<file path="config.mk">
export PLATFORM = sky130hd
export DESIGN_NAME = spio_port
export DESIGN_NICKNAME = d
export VERILOG_FILES = /design/src/rtl/spio_pkg.sv /design/src/rtl/spio_pin_mux.sv /design/src/rtl/spio_remap.sv /design/src/rtl/spio_port.sv
export VERILOG_INCLUDE_DIRS = /design/src /design/src/rtl
export SDC_FILE = /design/constraint.sdc
export NUM_CORES = 1
export LEC_CHECK = 0
export BUFFER_PORTS_ARGS = -buffer_cell sky130_fd_sc_hd__buf_2
export CORE_MARGIN = 2
export CORE_UTILIZATION = 49
export DETAILED_ROUTE_END_ITERATION = 12
export GPL_ROUTABILITY_DRIVEN = 0
export PLACE_DENSITY = 0.85
export SLEW_MARGIN = 20
export SYNTH_ARGS = -nofsm -noshare
export SYNTH_HDL_FRONTEND = slang
export SYNTH_HIERARCHICAL = 1
export SYNTH_SLANG_ARGS = --single-unit
</file>
<file path="constraint.sdc">
create_clock -name clk_i -period 3.17 [get_ports clk_i]
set_input_delay 0.4755 -clock clk_i [delete_from_list [all_inputs] [get_ports clk_i]]
set_output_delay 0.4755 -clock clk_i [all_outputs]
set_load 0.05 [all_outputs]
</file>
<file path="src/rtl/spio_params.svh">
// Overview of operation
// - Per shared pin, a mux pair picks peripheral or port as owner of output data and enable.
// - While an enabled peripheral actively drives a pin the port driver is off, pin still readable.
// - An enabled peripheral that is not driving lets the port drive the pin from its latch.
// - Port output never loops through into the input of a peripheral on the same pin.
// - Direction bit one makes the pin an input, zero makes it an output driven from the latch.
// - On any reset every pin direction is set to input.
// - Reading the latch register returns the latch, writing it updates the latch.
// - Reading the pin-state register returns pin levels, writing it updates the latch.
// - Unimplemented port bits read zero in latch, direction and pin state.
// - A pin shared only with input functions is treated as a dedicated port pin.
// - First remap register bits 12-8 select pin 19 output function, bits 4-0 pin 18.
// - Second remap register bits 12-8 select pin 21 output function, bits 4-0 pin 20.
// - Remap register bits 15-13 and 7-5 are unimplemented and read zero.
`ifndef SPIO_PARAMS_SVH
`define SPIO_PARAMS_SVH

// ************************************************************
// Register byte offsets
// ************************************************************
`define SPIO_OFF_DIR       8'h00
`define SPIO_OFF_LAT       8'h04
`define SPIO_OFF_PIN       8'h08
`define SPIO_OFF_RMP_A     8'h0C
`define SPIO_OFF_RMP_B     8'h10

// ************************************************************
// Field positions and reset values
// ************************************************************
`define SPIO_SEL_W         5
`define SPIO_SEL_LO_POS    0
`define SPIO_SEL_HI_POS    8
`define SPIO_DIR_RST       16'hFFFF
`define SPIO_LAT_RST       16'h0000
`define SPIO_SEL_RST       5'h00
`define SPIO_RMP_BASE      18
`define SPIO_NUM_RMP       4

`endif

</file>
<file path="src/rtl/spio_pkg.sv">
package spio_pkg;
   typedef logic [4:0] spio_sel_t;

   // Register bus request carried as one bundle
   typedef struct packed {
      logic        cyc;
      logic        stb;
      logic        we;
      logic [3:0]  sel;
      logic [7:0]  adr;
      logic [31:0] dat;
   } spio_wb_req_s;

   // Selector fields of the remap registers
   typedef struct packed {
      spio_sel_t sel19;
      spio_sel_t sel18;
      spio_sel_t sel21;
      spio_sel_t sel20;
   } spio_rmp_s;

   typedef enum logic [0:0] {
      SPIO_IDLE = 1'b0,
      SPIO_ACK  = 1'b1
   } spio_bus_e;
endpackage

</file>
<file path="src/rtl/spio_pin_mux.sv">
`include "spio_params.svh"
// ************************************************************
// One pin: port versus peripheral ownership
// ************************************************************
module spio_pin_mux
   import spio_pkg::*;
(
   input  wire logic dir_i,
   input  wire logic lat_i,
   input  wire logic per_en_i,
   input  wire logic per_drv_i,
   input  wire logic per_out_i,
   input  wire logic pad_in_i,
   output logic      pad_out_o,
   output logic      pad_oe_o,
   output logic      per_in_o
);
   logic per_owns;

   // Peripheral owns only when enabled and driving
   assign per_owns  = per_en_i & per_drv_i;
   assign pad_out_o = per_owns ? per_out_i : lat_i;
   assign pad_oe_o  = per_owns ? 1'b1 : ~dir_i;
   // Block loop-through while the port itself drives
   assign per_in_o  = (pad_oe_o & ~per_owns) ? 1'b0 : pad_in_i;
endmodule

</file>
<file path="src/rtl/spio_remap.sv">
`include "spio_params.svh"
// ************************************************************
// Remap selector decode for one pin
// ************************************************************
module spio_remap
   import spio_pkg::*;
#(
   parameter int NUM_FUNC = 8
)
(
   input  wire logic                sel_i,
   input  wire logic [NUM_FUNC-1:0] func_en_i,
   input  wire logic [NUM_FUNC-1:0] func_drv_i,
   input  wire logic [NUM_FUNC-1:0] func_out_i,
   input  wire spio_sel_t           code_i,
   output logic                     en_o,
   output logic                     drv_o,
   output logic                     out_o
);
   // Zero and out-of-range codes connect nothing
   always_comb
   begin
      en_o  = 1'b0;
      drv_o = 1'b0;
      out_o = 1'b0;
      if (sel_i && code_i != `SPIO_SEL_RST && int'(code_i) <= NUM_FUNC)
      begin
         en_o  = func_en_i[int'(code_i) - 1];
         drv_o = func_drv_i[int'(code_i) - 1];
         out_o = func_out_i[int'(code_i) - 1];
      end
   end
endmodule

</file>
<file path="src/rtl/spio_port.sv">
`include "spio_params.svh"
// ************************************************************
// Shared-pin I/O port with remappable outputs, Wishbone slave
// ************************************************************
module spio_port
   import spio_pkg::*;
#(
   parameter int          WIDTH     = 22,
   parameter logic [21:0] IMPL_MASK = 22'h3FFFFF,
   parameter int          NUM_FUNC  = 8
)
(
   input  wire logic                clk_i,
   input  wire logic                rst_i,
   input  wire logic                wb_cyc_i,
   input  wire logic                wb_stb_i,
   input  wire logic                wb_we_i,
   input  wire logic [3:0]          wb_sel_i,
   input  wire logic [7:0]          wb_adr_i,
   input  wire logic [31:0]         wb_dat_i,
   output logic [31:0]              wb_dat_o,
   output logic                     wb_ack_o,
   input  wire logic [WIDTH-1:0]    per_en_i,
   input  wire logic [WIDTH-1:0]    per_drv_i,
   input  wire logic [WIDTH-1:0]    per_out_i,
   input  wire logic [NUM_FUNC-1:0] func_en_i,
   input  wire logic [NUM_FUNC-1:0] func_drv_i,
   input  wire logic [NUM_FUNC-1:0] func_out_i,
   input  wire logic [WIDTH-1:0]    pad_in_i,
   output logic [WIDTH-1:0]         pad_out_o,
   output logic [WIDTH-1:0]         pad_oe_o,
   output logic [WIDTH-1:0]         per_in_o
);
   // ************************************************************
   // State
   // ************************************************************
   spio_wb_req_s      req;
   spio_bus_e         bus_st;
   spio_rmp_s         rmp;
   logic [WIDTH-1:0]  dir;
   logic [WIDTH-1:0]  lat;
   logic [WIDTH-1:0]  mask;
   logic [WIDTH-1:0]  own_en;
   logic [WIDTH-1:0]  own_drv;
   logic [WIDTH-1:0]  own_out;
   logic [WIDTH-1:0]  raw_oe;
   logic [WIDTH-1:0]  pin_rd;
   logic              wr_go;
   logic [31:0]       wmask;
   logic [31:0]       next_dat;

   assign req  = '{cyc: wb_cyc_i, stb: wb_stb_i, we: wb_we_i, sel: wb_sel_i,
                   adr: wb_adr_i, dat: wb_dat_i};
   assign mask = IMPL_MASK[WIDTH-1:0];

   // Byte-lane expansion, used for direction and latch writes
   function automatic logic [31:0] lanes(input logic [3:0] s);
      lanes = {{8{s[3]}}, {8{s[2]}}, {8{s[1]}}, {8{s[0]}}};
   endfunction

   // Merge a write into a stored word under byte enables
   function automatic logic [31:0] merge(input logic [31:0] old, input logic [31:0] nw,
                                         input logic [31:0] m);
      merge = (old & ~m) | (nw & m);
   endfunction

   assign wmask = lanes(req.sel);
   // Write takes effect on the acking edge only
   assign wr_go = req.cyc & req.stb & req.we & (bus_st == SPIO_ACK);

   // ************************************************************
   // Bus handshake: one wait cycle, ack pulse
   // ************************************************************
   always_ff @(posedge clk_i)
   begin
      if (rst_i)
         bus_st <= SPIO_IDLE;
      else
      begin
         case (bus_st)
            SPIO_IDLE: if (req.cyc && req.stb) bus_st <= SPIO_ACK;
            SPIO_ACK:  bus_st <= SPIO_IDLE;
            default:   bus_st <= SPIO_IDLE;
         endcase
      end
   end
   assign wb_ack_o = (bus_st == SPIO_ACK);

   // ************************************************************
   // Direction register
   // ************************************************************
   always_ff @(posedge clk_i)
   begin
      if (rst_i)
         dir <= WIDTH'(`SPIO_DIR_RST) | {WIDTH{1'b1}};
      else if (wr_go && req.adr == `SPIO_OFF_DIR)
         dir <= WIDTH'(merge(32'(dir), 32'(req.dat), wmask)) | ~mask;
   end

   // ************************************************************
   // Output latch, written through latch or pin-state offset
   // ************************************************************
   always_ff @(posedge clk_i)
   begin
      if (rst_i)
         lat <= WIDTH'(`SPIO_LAT_RST);
      else if (wr_go && (req.adr == `SPIO_OFF_LAT || req.adr == `SPIO_OFF_PIN))
         lat <= WIDTH'(merge(32'(lat), 32'(req.dat), wmask)) & mask;
   end

   // ************************************************************
   // Remap selectors; unimplemented bits never stored
   // ************************************************************
   always_ff @(posedge clk_i)
   begin
      if (rst_i)
         rmp <= '{default: `SPIO_SEL_RST};
      else if (wr_go && req.adr == `SPIO_OFF_RMP_A)
      begin
         if (req.sel[1]) rmp.sel19 <= req.dat[12:8];
         if (req.sel[0]) rmp.sel18 <= req.dat[4:0];
      end
      else if (wr_go && req.adr == `SPIO_OFF_RMP_B)
      begin
         if (req.sel[1]) rmp.sel21 <= req.dat[12:8];
         if (req.sel[0]) rmp.sel20 <= req.dat[4:0];
      end
   end

   // ************************************************************
   // Ownership sources: remap decode on pins 18-21, fixed elsewhere
   // ************************************************************
   genvar g;
   generate
      for (g = 0; g < WIDTH; g++)
      begin : g_pin
         if (g >= `SPIO_RMP_BASE && g < `SPIO_RMP_BASE + `SPIO_NUM_RMP)
         begin : g_rmp
            spio_sel_t code;
            assign code = (g == 18) ? rmp.sel18 : (g == 19) ? rmp.sel19 :
                          (g == 20) ? rmp.sel20 : rmp.sel21;
            spio_remap #(.NUM_FUNC(NUM_FUNC)) u_rmp (
               .sel_i      (1'b1),
               .func_en_i  (func_en_i),
               .func_drv_i (func_drv_i),
               .func_out_i (func_out_i),
               .code_i     (code),
               .en_o       (own_en[g]),
               .drv_o      (own_drv[g]),
               .out_o      (own_out[g])
            );
         end
         else
         begin : g_fix
            // Input-only sharers tie drv low: dedicated port pin
            assign own_en[g]  = per_en_i[g];
            assign own_drv[g] = per_drv_i[g];
            assign own_out[g] = per_out_i[g];
         end
         spio_pin_mux u_mux (
            .dir_i     (dir[g]),
            .lat_i     (lat[g]),
            .per_en_i  (own_en[g]),
            .per_drv_i (own_drv[g]),
            .per_out_i (own_out[g]),
            .pad_in_i  (pad_in_i[g]),
            .pad_out_o (pad_out_o[g]),
            .pad_oe_o  (raw_oe[g]),
            .per_in_o  (per_in_o[g])
         );
      end
   endgenerate

   // Absent bits never drive
   assign pad_oe_o = raw_oe & mask;
   assign pin_rd   = pad_in_i & mask;

   // ************************************************************
   // Read mux, registered; unmapped reads zero
   // ************************************************************
   always_comb
   begin
      next_dat = 32'h0000_0000;
      case (req.adr)
         `SPIO_OFF_DIR:   next_dat = 32'(dir & mask);
         `SPIO_OFF_LAT:   next_dat = 32'(lat);
         `SPIO_OFF_PIN:   next_dat = 32'(pin_rd);
         `SPIO_OFF_RMP_A: next_dat = {19'h0, rmp.sel19, 3'h0, rmp.sel18};
         `SPIO_OFF_RMP_B: next_dat = {19'h0, rmp.sel21, 3'h0, rmp.sel20};
         default:         next_dat = 32'h0000_0000;
      endcase
   end

   always_ff @(posedge clk_i)
   begin
      if (rst_i)
         wb_dat_o <= 32'h0000_0000;
      else if (bus_st == SPIO_IDLE && req.cyc && req.stb && !req.we)
         wb_dat_o <= next_dat;
   end
endmodule

</file>
==> out/summary.log, run 1 <==
INFO  status         status=complete, no violations
INFO  setup_path     cp.buffers_inverters=2
INFO  synthesis      mappedNetlistArea=6020um2
INFO  clock_tree     clockBufferDepth=2
INFO  floorplan      placement_rows=40
INFO  drt            num_vias=5,943
INFO  hold_path      hold_path_class=primary input to register
INFO  floorplan      die_y=115um
INFO  clock_tree     cts_root_buffer=sky130_fd_sc_hd__clkbuf_16
INFO  clock_tree     clock_tree.htree_level_count=3
INFO  sta            period_share=97.8%
INFO  floorplan      dieWidth=115um
INFO  synthesis      warning_count_from_the_yosys_run=6
INFO  clock_tree     cts_tree=done
INFO  setup_path     critPathRequiredTime=2.69ns
INFO  run            drv_cap=0
INFO  synthesis      post_synth_num_cell_types=47
INFO  grt            grt_max_degree=77
INFO  sta            worst_slew_margin_rel=34.9%
INFO  floorplan      i_o_pins=260
INFO  synthesis      synthesis.area_per_instance=8.84um2
INFO  power          power.static_leakage=3.49nW
INFO  layout         area.growth.synth_to_final=24.4%
INFO  setup_path     timing.critical_path.max_delay_family=simple AND/OR/NAND/NOR gates
INFO  grt            wire_length_of_the_first_global_routing_pass=27.2mm
INFO  drt            drt_drc_violations_left=0
INFO  floorplan      design.core.area=12,000um2
INFO  sta            drv_slew=0
INFO  setup_path     setup.worst_path.class=register to primary output
INFO  drt            routedWlPerCell=17.1um
INFO  setup_path     startpoint_type=register
INFO  synthesis      seq_area_frac_synth=28.9%
INFO  grt            grt_overflow=0
INFO  synthesis      dominantRegCellSynth=sky130_fd_sc_hd__dfxtp_1
INFO  place          placement.io_buffers=226
INFO  clock_tree     cts.sink_count=87
INFO  place          place_hpwl=13.6mm
INFO  setup_path     slowest_stage=sky130_fd_sc_hd__nor4_2
INFO  setup_path     setup.worst_path.end_class=primary output
INFO  synthesis      asyncSetResetFlopFracSynth=0%
INFO  clock_tree     clkTransAtPathRegs=0.06ns
INFO  sta            worst_pin_slew=0.972ns
INFO  layout         layout.area.seq=1740um2
INFO  drt            remaining_antenna_violation_count=0
INFO  floorplan      initial_utilization=50.1%
INFO  sta            maxClockFrequency=0.323GHz
INFO  grt            groute.usage.overall=26.0%
INFO  sta            finalSetupViolations=0
INFO  grt            first_global_vias=5,396
INFO  layout         area_of_combinational_cells_with_multiple_inputs=4000um2
INFO  clock_tree     number_of_hold_buffers_added_after_cts=0
INFO  setup_path     slowest_stage_delay_on_critical_path=0.41ns
INFO  sta            final_clock_skew=0.00939ns
INFO  layout         final_nets=1,057
INFO  synthesis      count_of_mapped_cells_out_of_synthesis=681
INFO  sta            grt_setup_unrepaired=yes
INFO  layout         layout.core_utilization=62.3%
INFO  sta            post-route-min-period=3.10ns
INFO  power          power_density=357nW/um2
INFO  setup_path     critPathMaxFanout=3
INFO  floorplan      die_area=13,200um2
INFO  layout         antenna_diode_instance_count=0
INFO  clock_tree     worst_skew_pair.late_latency=0.34ns
INFO  synthesis      number_of_synthesized_flops_with_an_enable_pin=0
INFO  drt            drt-initial-drc-count=540
INFO  synthesis      postSynthRegisterBits=87
INFO  drt            avgViaCountPerCell=5.69
INFO  clock_tree     numCtsBuffers=9
INFO  setup_path     arrival=2.62ns
INFO  layout         fillers=1,028
INFO  grt            grt_antenna_before_repair=0
INFO  setup_path     timing.critical_path.cells=inv_1, ha_4, nor2b_1, xnor2_1, nand3b_1, nor4_2, nand2_1, mux2_4, buf_2
INFO  layout         fraction_of_layout_instances_using_a_drive_strength_above_1=37.8%
INFO  power          vdd_drop_max=0.206mV
INFO  drt            first_pass_iters=5
INFO  drt            totalWireLength=17.9mm
INFO  power          total_power=2.67mW
INFO  sta            hold_viol_final=0
==> placed cells by master (no fill, tap or decap), drive strengths merged, types with 19 or more instances in the layout <==
cell type    n
a211oi      19
a21oi       44
buf        241
dfxtp       87
mux2        46
mux2i       54
nand2       65
nand3       22
nor2        77
nor2b       51
o21ai       34
==> routing by layer <==
metal	track usage, %	wire, um
met4	7.23	318
met3	5.11	1460
met5	0	0
met2	43.4	8550
met1	34.3	7560
==> synth_stat cells (all sizes together) (2+ instances only) <==
cell type / count / share of area, %
xnor2: 9 / 1.8
nor4: 14 / 2.0
o22ai: 12 / 1.2
nor4bb: 2 / 0.33
a22o: 12 / 1.7
a221oi: 3 / 0.44
and4: 7 / 1.0
mux2i: 54 / 9.0
o21ai: 34 / 2.8
conb: 2 / 0.12
nand4b: 2 / 0.50
nand2: 65 / 4.1
dfxtp: 87 / 29
nor3: 5 / 0.50
and3: 2 / 0.21
nor2: 77 / 4.8
or2b: 4 / 0.50
nor2b: 51 / 5.3
a2111oi: 12 / 1.7
nand3b: 4 / 0.50
buf: 37 / 5.7
nand4: 5 / 0.73
nand3: 22 / 1.8
a211oi: 19 / 2.4
a21oi: 44 / 3.7
ha: 4 / 0.83
mux2: 46 / 10
clkbuf: 16 / 1.0
mux4: 10 / 3.7
a22oi: 7 / 1.4
inv: 8 / 0.50
==> power breakdown <==
group | switching [mW] | total (mW) | internal (mW)
sequential | 0.00336 | 1.10 | 1.10
clock | 0.434 | 1.01 | 0.576
combinational | 0.377 | 0.561 | 0.184
==> per-stage QoR <==
stage               instance area (um2)  hold slack (ns)  TNS [ns]  instances  setup slack (ns)
CTS                                7390            0.400         0       1042            0.0250
floorplan                          6070            0.459         0        693             0.327
global route                       7490            0.410   -0.0662       1044           -0.0604
detailed placement                 7080            0.461         0       1026             0.190
global placement                   7080            0.457         0       1026             0.247
finish                             7490            0.408         0       1044            0.0710
==> logic make-up (layout without fill, tap and decap cells) <==
group	Yosys count	in the layout	share of synthesized area, %
multiplexers	110	110	22.7
AO/OA/AOI/OAI	143	143	15.4
flip-flops	87	87	28.9
adder cells (fa/ha/maj)	4	4	0.831
AND/OR/NAND/NOR	264	264	22.7
buffers and inverters	61	265	7.21
XOR/XNOR	10	10	2.08
other	2	14	0.125
==> area by class of cell <==
class | count | share of cell area [%]
multi-input combinational | 545 | 53.4
sequential | 87 | 23.3
timing repair buffer | 241 | 16.6
clock buffer | 12 | 3.43
tap | 147 | 2.46
inverter | 8 | 0.401
clock inverter | 4 | 0.384
==> worst reg2reg max path, stage by stage (launching register included) <==
cell	delay (ns)
sky130_fd_sc_hd__dfxtp_1	0.39
sky130_fd_sc_hd__and4_1	0.54
sky130_fd_sc_hd__and4_1	0.70
sky130_fd_sc_hd__mux2i_1	0.28
==> path summary, 6_finish.rpt <==
kind | endpoint | cells past startpoint | startpoint | slack [ns]
worst max register to register | register | 3 | wb_ack_o | 1.17
worst min register to register | wb_dat_o[7] | 1 | wb_dat_o[7] | 0.47
worst min-delay path | register | 3 | wb_dat_i[17] | 0.41
worst max-delay path | pad_out_o[21] | 9 | g_pin[21].g_rmp.code[1] | 0.07
==> timing repair <==
action / CTS / global route
endpoints found under the setup margin: 5 / 5
setup buffers: 0 / 2
resized for setup: 6 / 13
pin swaps: 0 / 1
No activity file was read; power rests on OpenSTA's default activity.
==> inputs of run 2 (changes only) <==
Settings changed: REMOVE_ABC_BUFFERS from default to 1.
==> run 2 against run 1 <==
Effect of this change:
- final cell count grew 0.19%
- clock power is 4% higher
- hold slack got worse by 0.0058 ns
- sequential share of layout area shrank 0.10 points
- combinational power increased by 2%
- register-to-register slack improved by 0.05 ns
- non-clock buffer count rose by 1
- largest power group unchanged
- highest routed layer is now met5
==> out/summary.log, run 2 (synthesized netlist as in run 1, its figures left out) <==
INFO  floorplan      i_o_pins=260
INFO  sta            grt_setup_unrepaired=yes
INFO  sta            drv_slew=0
INFO  setup_path     setup.worst_path.end_class=primary output
INFO  drt            drt_drc_violations_left=0
INFO  place          place_worst_setup_slack=0.265ns
INFO  drt            avgViaCountPerCell=5.76
INFO  layout         layout_commonest_cell=sky130_fd_sc_hd__buf_2
INFO  hold_path      holdCritStartpoint=wb_dat_i[19]
INFO  sta            post-route-min-period=3.05ns
INFO  sta            worst_slew_margin_rel=52.1%
INFO  drt            remaining_antenna_violation_count=0
INFO  sta            worst_pin_slew=0.719ns
INFO  sta            finalSetupViolations=0
INFO  sta            maxClockFrequency=0.328GHz
INFO  floorplan      placement_rows=40
INFO  floorplan      design.core.area=12,000um2
INFO  clock_tree     clock_tree.htree_level_count=3
INFO  floorplan      die_y=115um
INFO  drt            drt-initial-drc-count=388
INFO  setup_path     arrival=2.57ns
INFO  drt            totalWireLength=18.3mm
INFO  setup_path     startpoint_type=register
INFO  grt            first_global_vias=5,560
INFO  layout         fraction_of_layout_instances_using_a_drive_strength_above_1=37.8%
INFO  clock_tree     clkTransAtPathRegs=0.06ns
INFO  clock_tree     worst_skew_pair.late_latency=0.34ns
INFO  setup_path     regToRegStartpoint=wb_ack_o
INFO  clock_tree     clockBufferDepth=2
INFO  setup_path     r2r_slack=1.22ns
INFO  drt            num_vias=6,028
INFO  layout         fillers=1,050
INFO  setup_path     critPathMaxFanout=18
INFO  setup_path     reg2regPathDepth=3
INFO  grt            groute.usage.overall=26.3%
INFO  layout         area.growth.synth_to_final=24.9%
INFO  floorplan      dieWidth=115um
INFO  power          power_density=363nW/um2
INFO  layout         final_cell_mix=225 x sky130_fd_sc_hd__buf_2, 87 x sky130_fd_sc_hd__dfxtp_1, 76 x sky130_fd_sc_hd__nor2_1, 65 x sky130_fd_sc_hd__nand2_1, 54 x sky130_fd_sc_hd__mux2i_1
INFO  grt            grt_antenna_before_repair=1
INFO  sta            fin_ws=0.123ns
INFO  layout         final_nets=1,058
INFO  drt            first_pass_iters=5
INFO  place          placement.io_buffers=226
INFO  run            drv_cap=0
INFO  grt            wire_length_of_the_first_global_routing_pass=27.6mm
INFO  clock_tree     cts_root_buffer=sky130_fd_sc_hd__clkbuf_16
INFO  power          vdd_drop_max=0.223mV
INFO  status         status=complete, no violations
INFO  grt            grt_overflow=0
INFO  hold_path      hold_path_class=primary input to register
INFO  setup_path     critPathRequiredTime=2.69ns
INFO  clock_tree     cts.sink_count=87
INFO  sta            final_clock_skew=0.00651ns
INFO  grt            grt_max_degree=60
INFO  sta            period_share=96.1%
INFO  power          power.static_leakage=3.50nW
INFO  floorplan      initial_utilization=50.1%
INFO  place          place_hpwl=13.5mm
INFO  floorplan      die_area=13,200um2
INFO  clock_tree     cts_tree=done
INFO  hold_path      min_path_cells=3
INFO  setup_path     setup.worst_path.class=register to primary output
INFO  layout         layout.core_utilization=62.6%
INFO  clock_tree     numCtsBuffers=9
INFO  clock_tree     number_of_hold_buffers_added_after_cts=0
INFO  setup_path     worst_setup_path_startpoint=g_pin[18].g_rmp.code[1]
INFO  sta            hold_viol_final=0
INFO  drt            routedWlPerCell=17.5um
## run 2: worst max-delay path by stage
stage / to / slack (ns)
floorplan: per_in_o[20] / 0.29
global placement: pad_out_o[18] / 0.32
detailed placement: pad_out_o[18] / 0.26
CTS: pad_out_o[18] / 0.06
global route: pad_out_o[20] / -0.02
finish: pad_out_o[18] / 0.12
## run 2: power by group
group	leakage [nW]	switching, mW	internal [mW]
combinational	2.66	0.385	0.187
sequential	0.703	0.00361	1.10
clock	0.140	0.422	0.632
## run 2: final cells by class
class                      count  area, um2  share of cell area (%)
inverter                       8       30.0                   0.399
sequential                    87       1740                    23.2
multi-input combinational    545       4020                    53.4
tap                          147        184                    2.45
timing repair buffer         242       1250                    16.7
antenna                        1       2.50                  0.0333
clock buffer                  13        250                    3.33
clock inverter                 3       42.5                   0.566
## run 2: routing by layer
metal  vias up  part of all wire [%]  GRT usage [%]  wire length (um)
li1       2888                     -              -                 -
met1      2849                    43           34.5              7810
met2       259                    48           44.2              8860
met3        30                   7.2           4.48              1330
met4         2                   1.8           8.84               336
met5         -                 0.065              0                12
## run 2: critical path: stages (launching register included)
cell                      delay [ns]
sky130_fd_sc_hd__dfxtp_1        0.38
sky130_fd_sc_hd__inv_1          0.09
sky130_fd_sc_hd__ha_4           0.40
sky130_fd_sc_hd__mux2_2         0.37
sky130_fd_sc_hd__o22ai_1        0.29
sky130_fd_sc_hd__nor4_4         0.08
sky130_fd_sc_hd__nand2_1        0.12
sky130_fd_sc_hd__mux2_4         0.30
sky130_fd_sc_hd__buf_2          0.21
## run 2: repair_timing
item | 4_1_cts | 5_1_grt
buffers inserted | 0 | 1
pin swaps | 0 | 3
endpoints found under the setup margin | 4 | 8
endpoints found under the hold margin | 0 | 0
gates resized for setup | 4 | 15
## run 2: stage by stage
step / setup TNS, ns / hold WS, ns / cell area (um2) / power (mW) / instances
floorplan: 0 / 0.453 / 5660 / 1.45 / 640
global placement: 0 / 0.457 / 7100 / 1.68 / 1028
detailed placement: 0 / 0.460 / 7100 / 1.69 / 1028
CTS: 0 / 0.393 / 7400 / 2.74 / 1044
global route: -0.0227 / 0.407 / 7520 / 2.81 / 1045
finish: 0 / 0.402 / 7520 / 2.73 / 1046
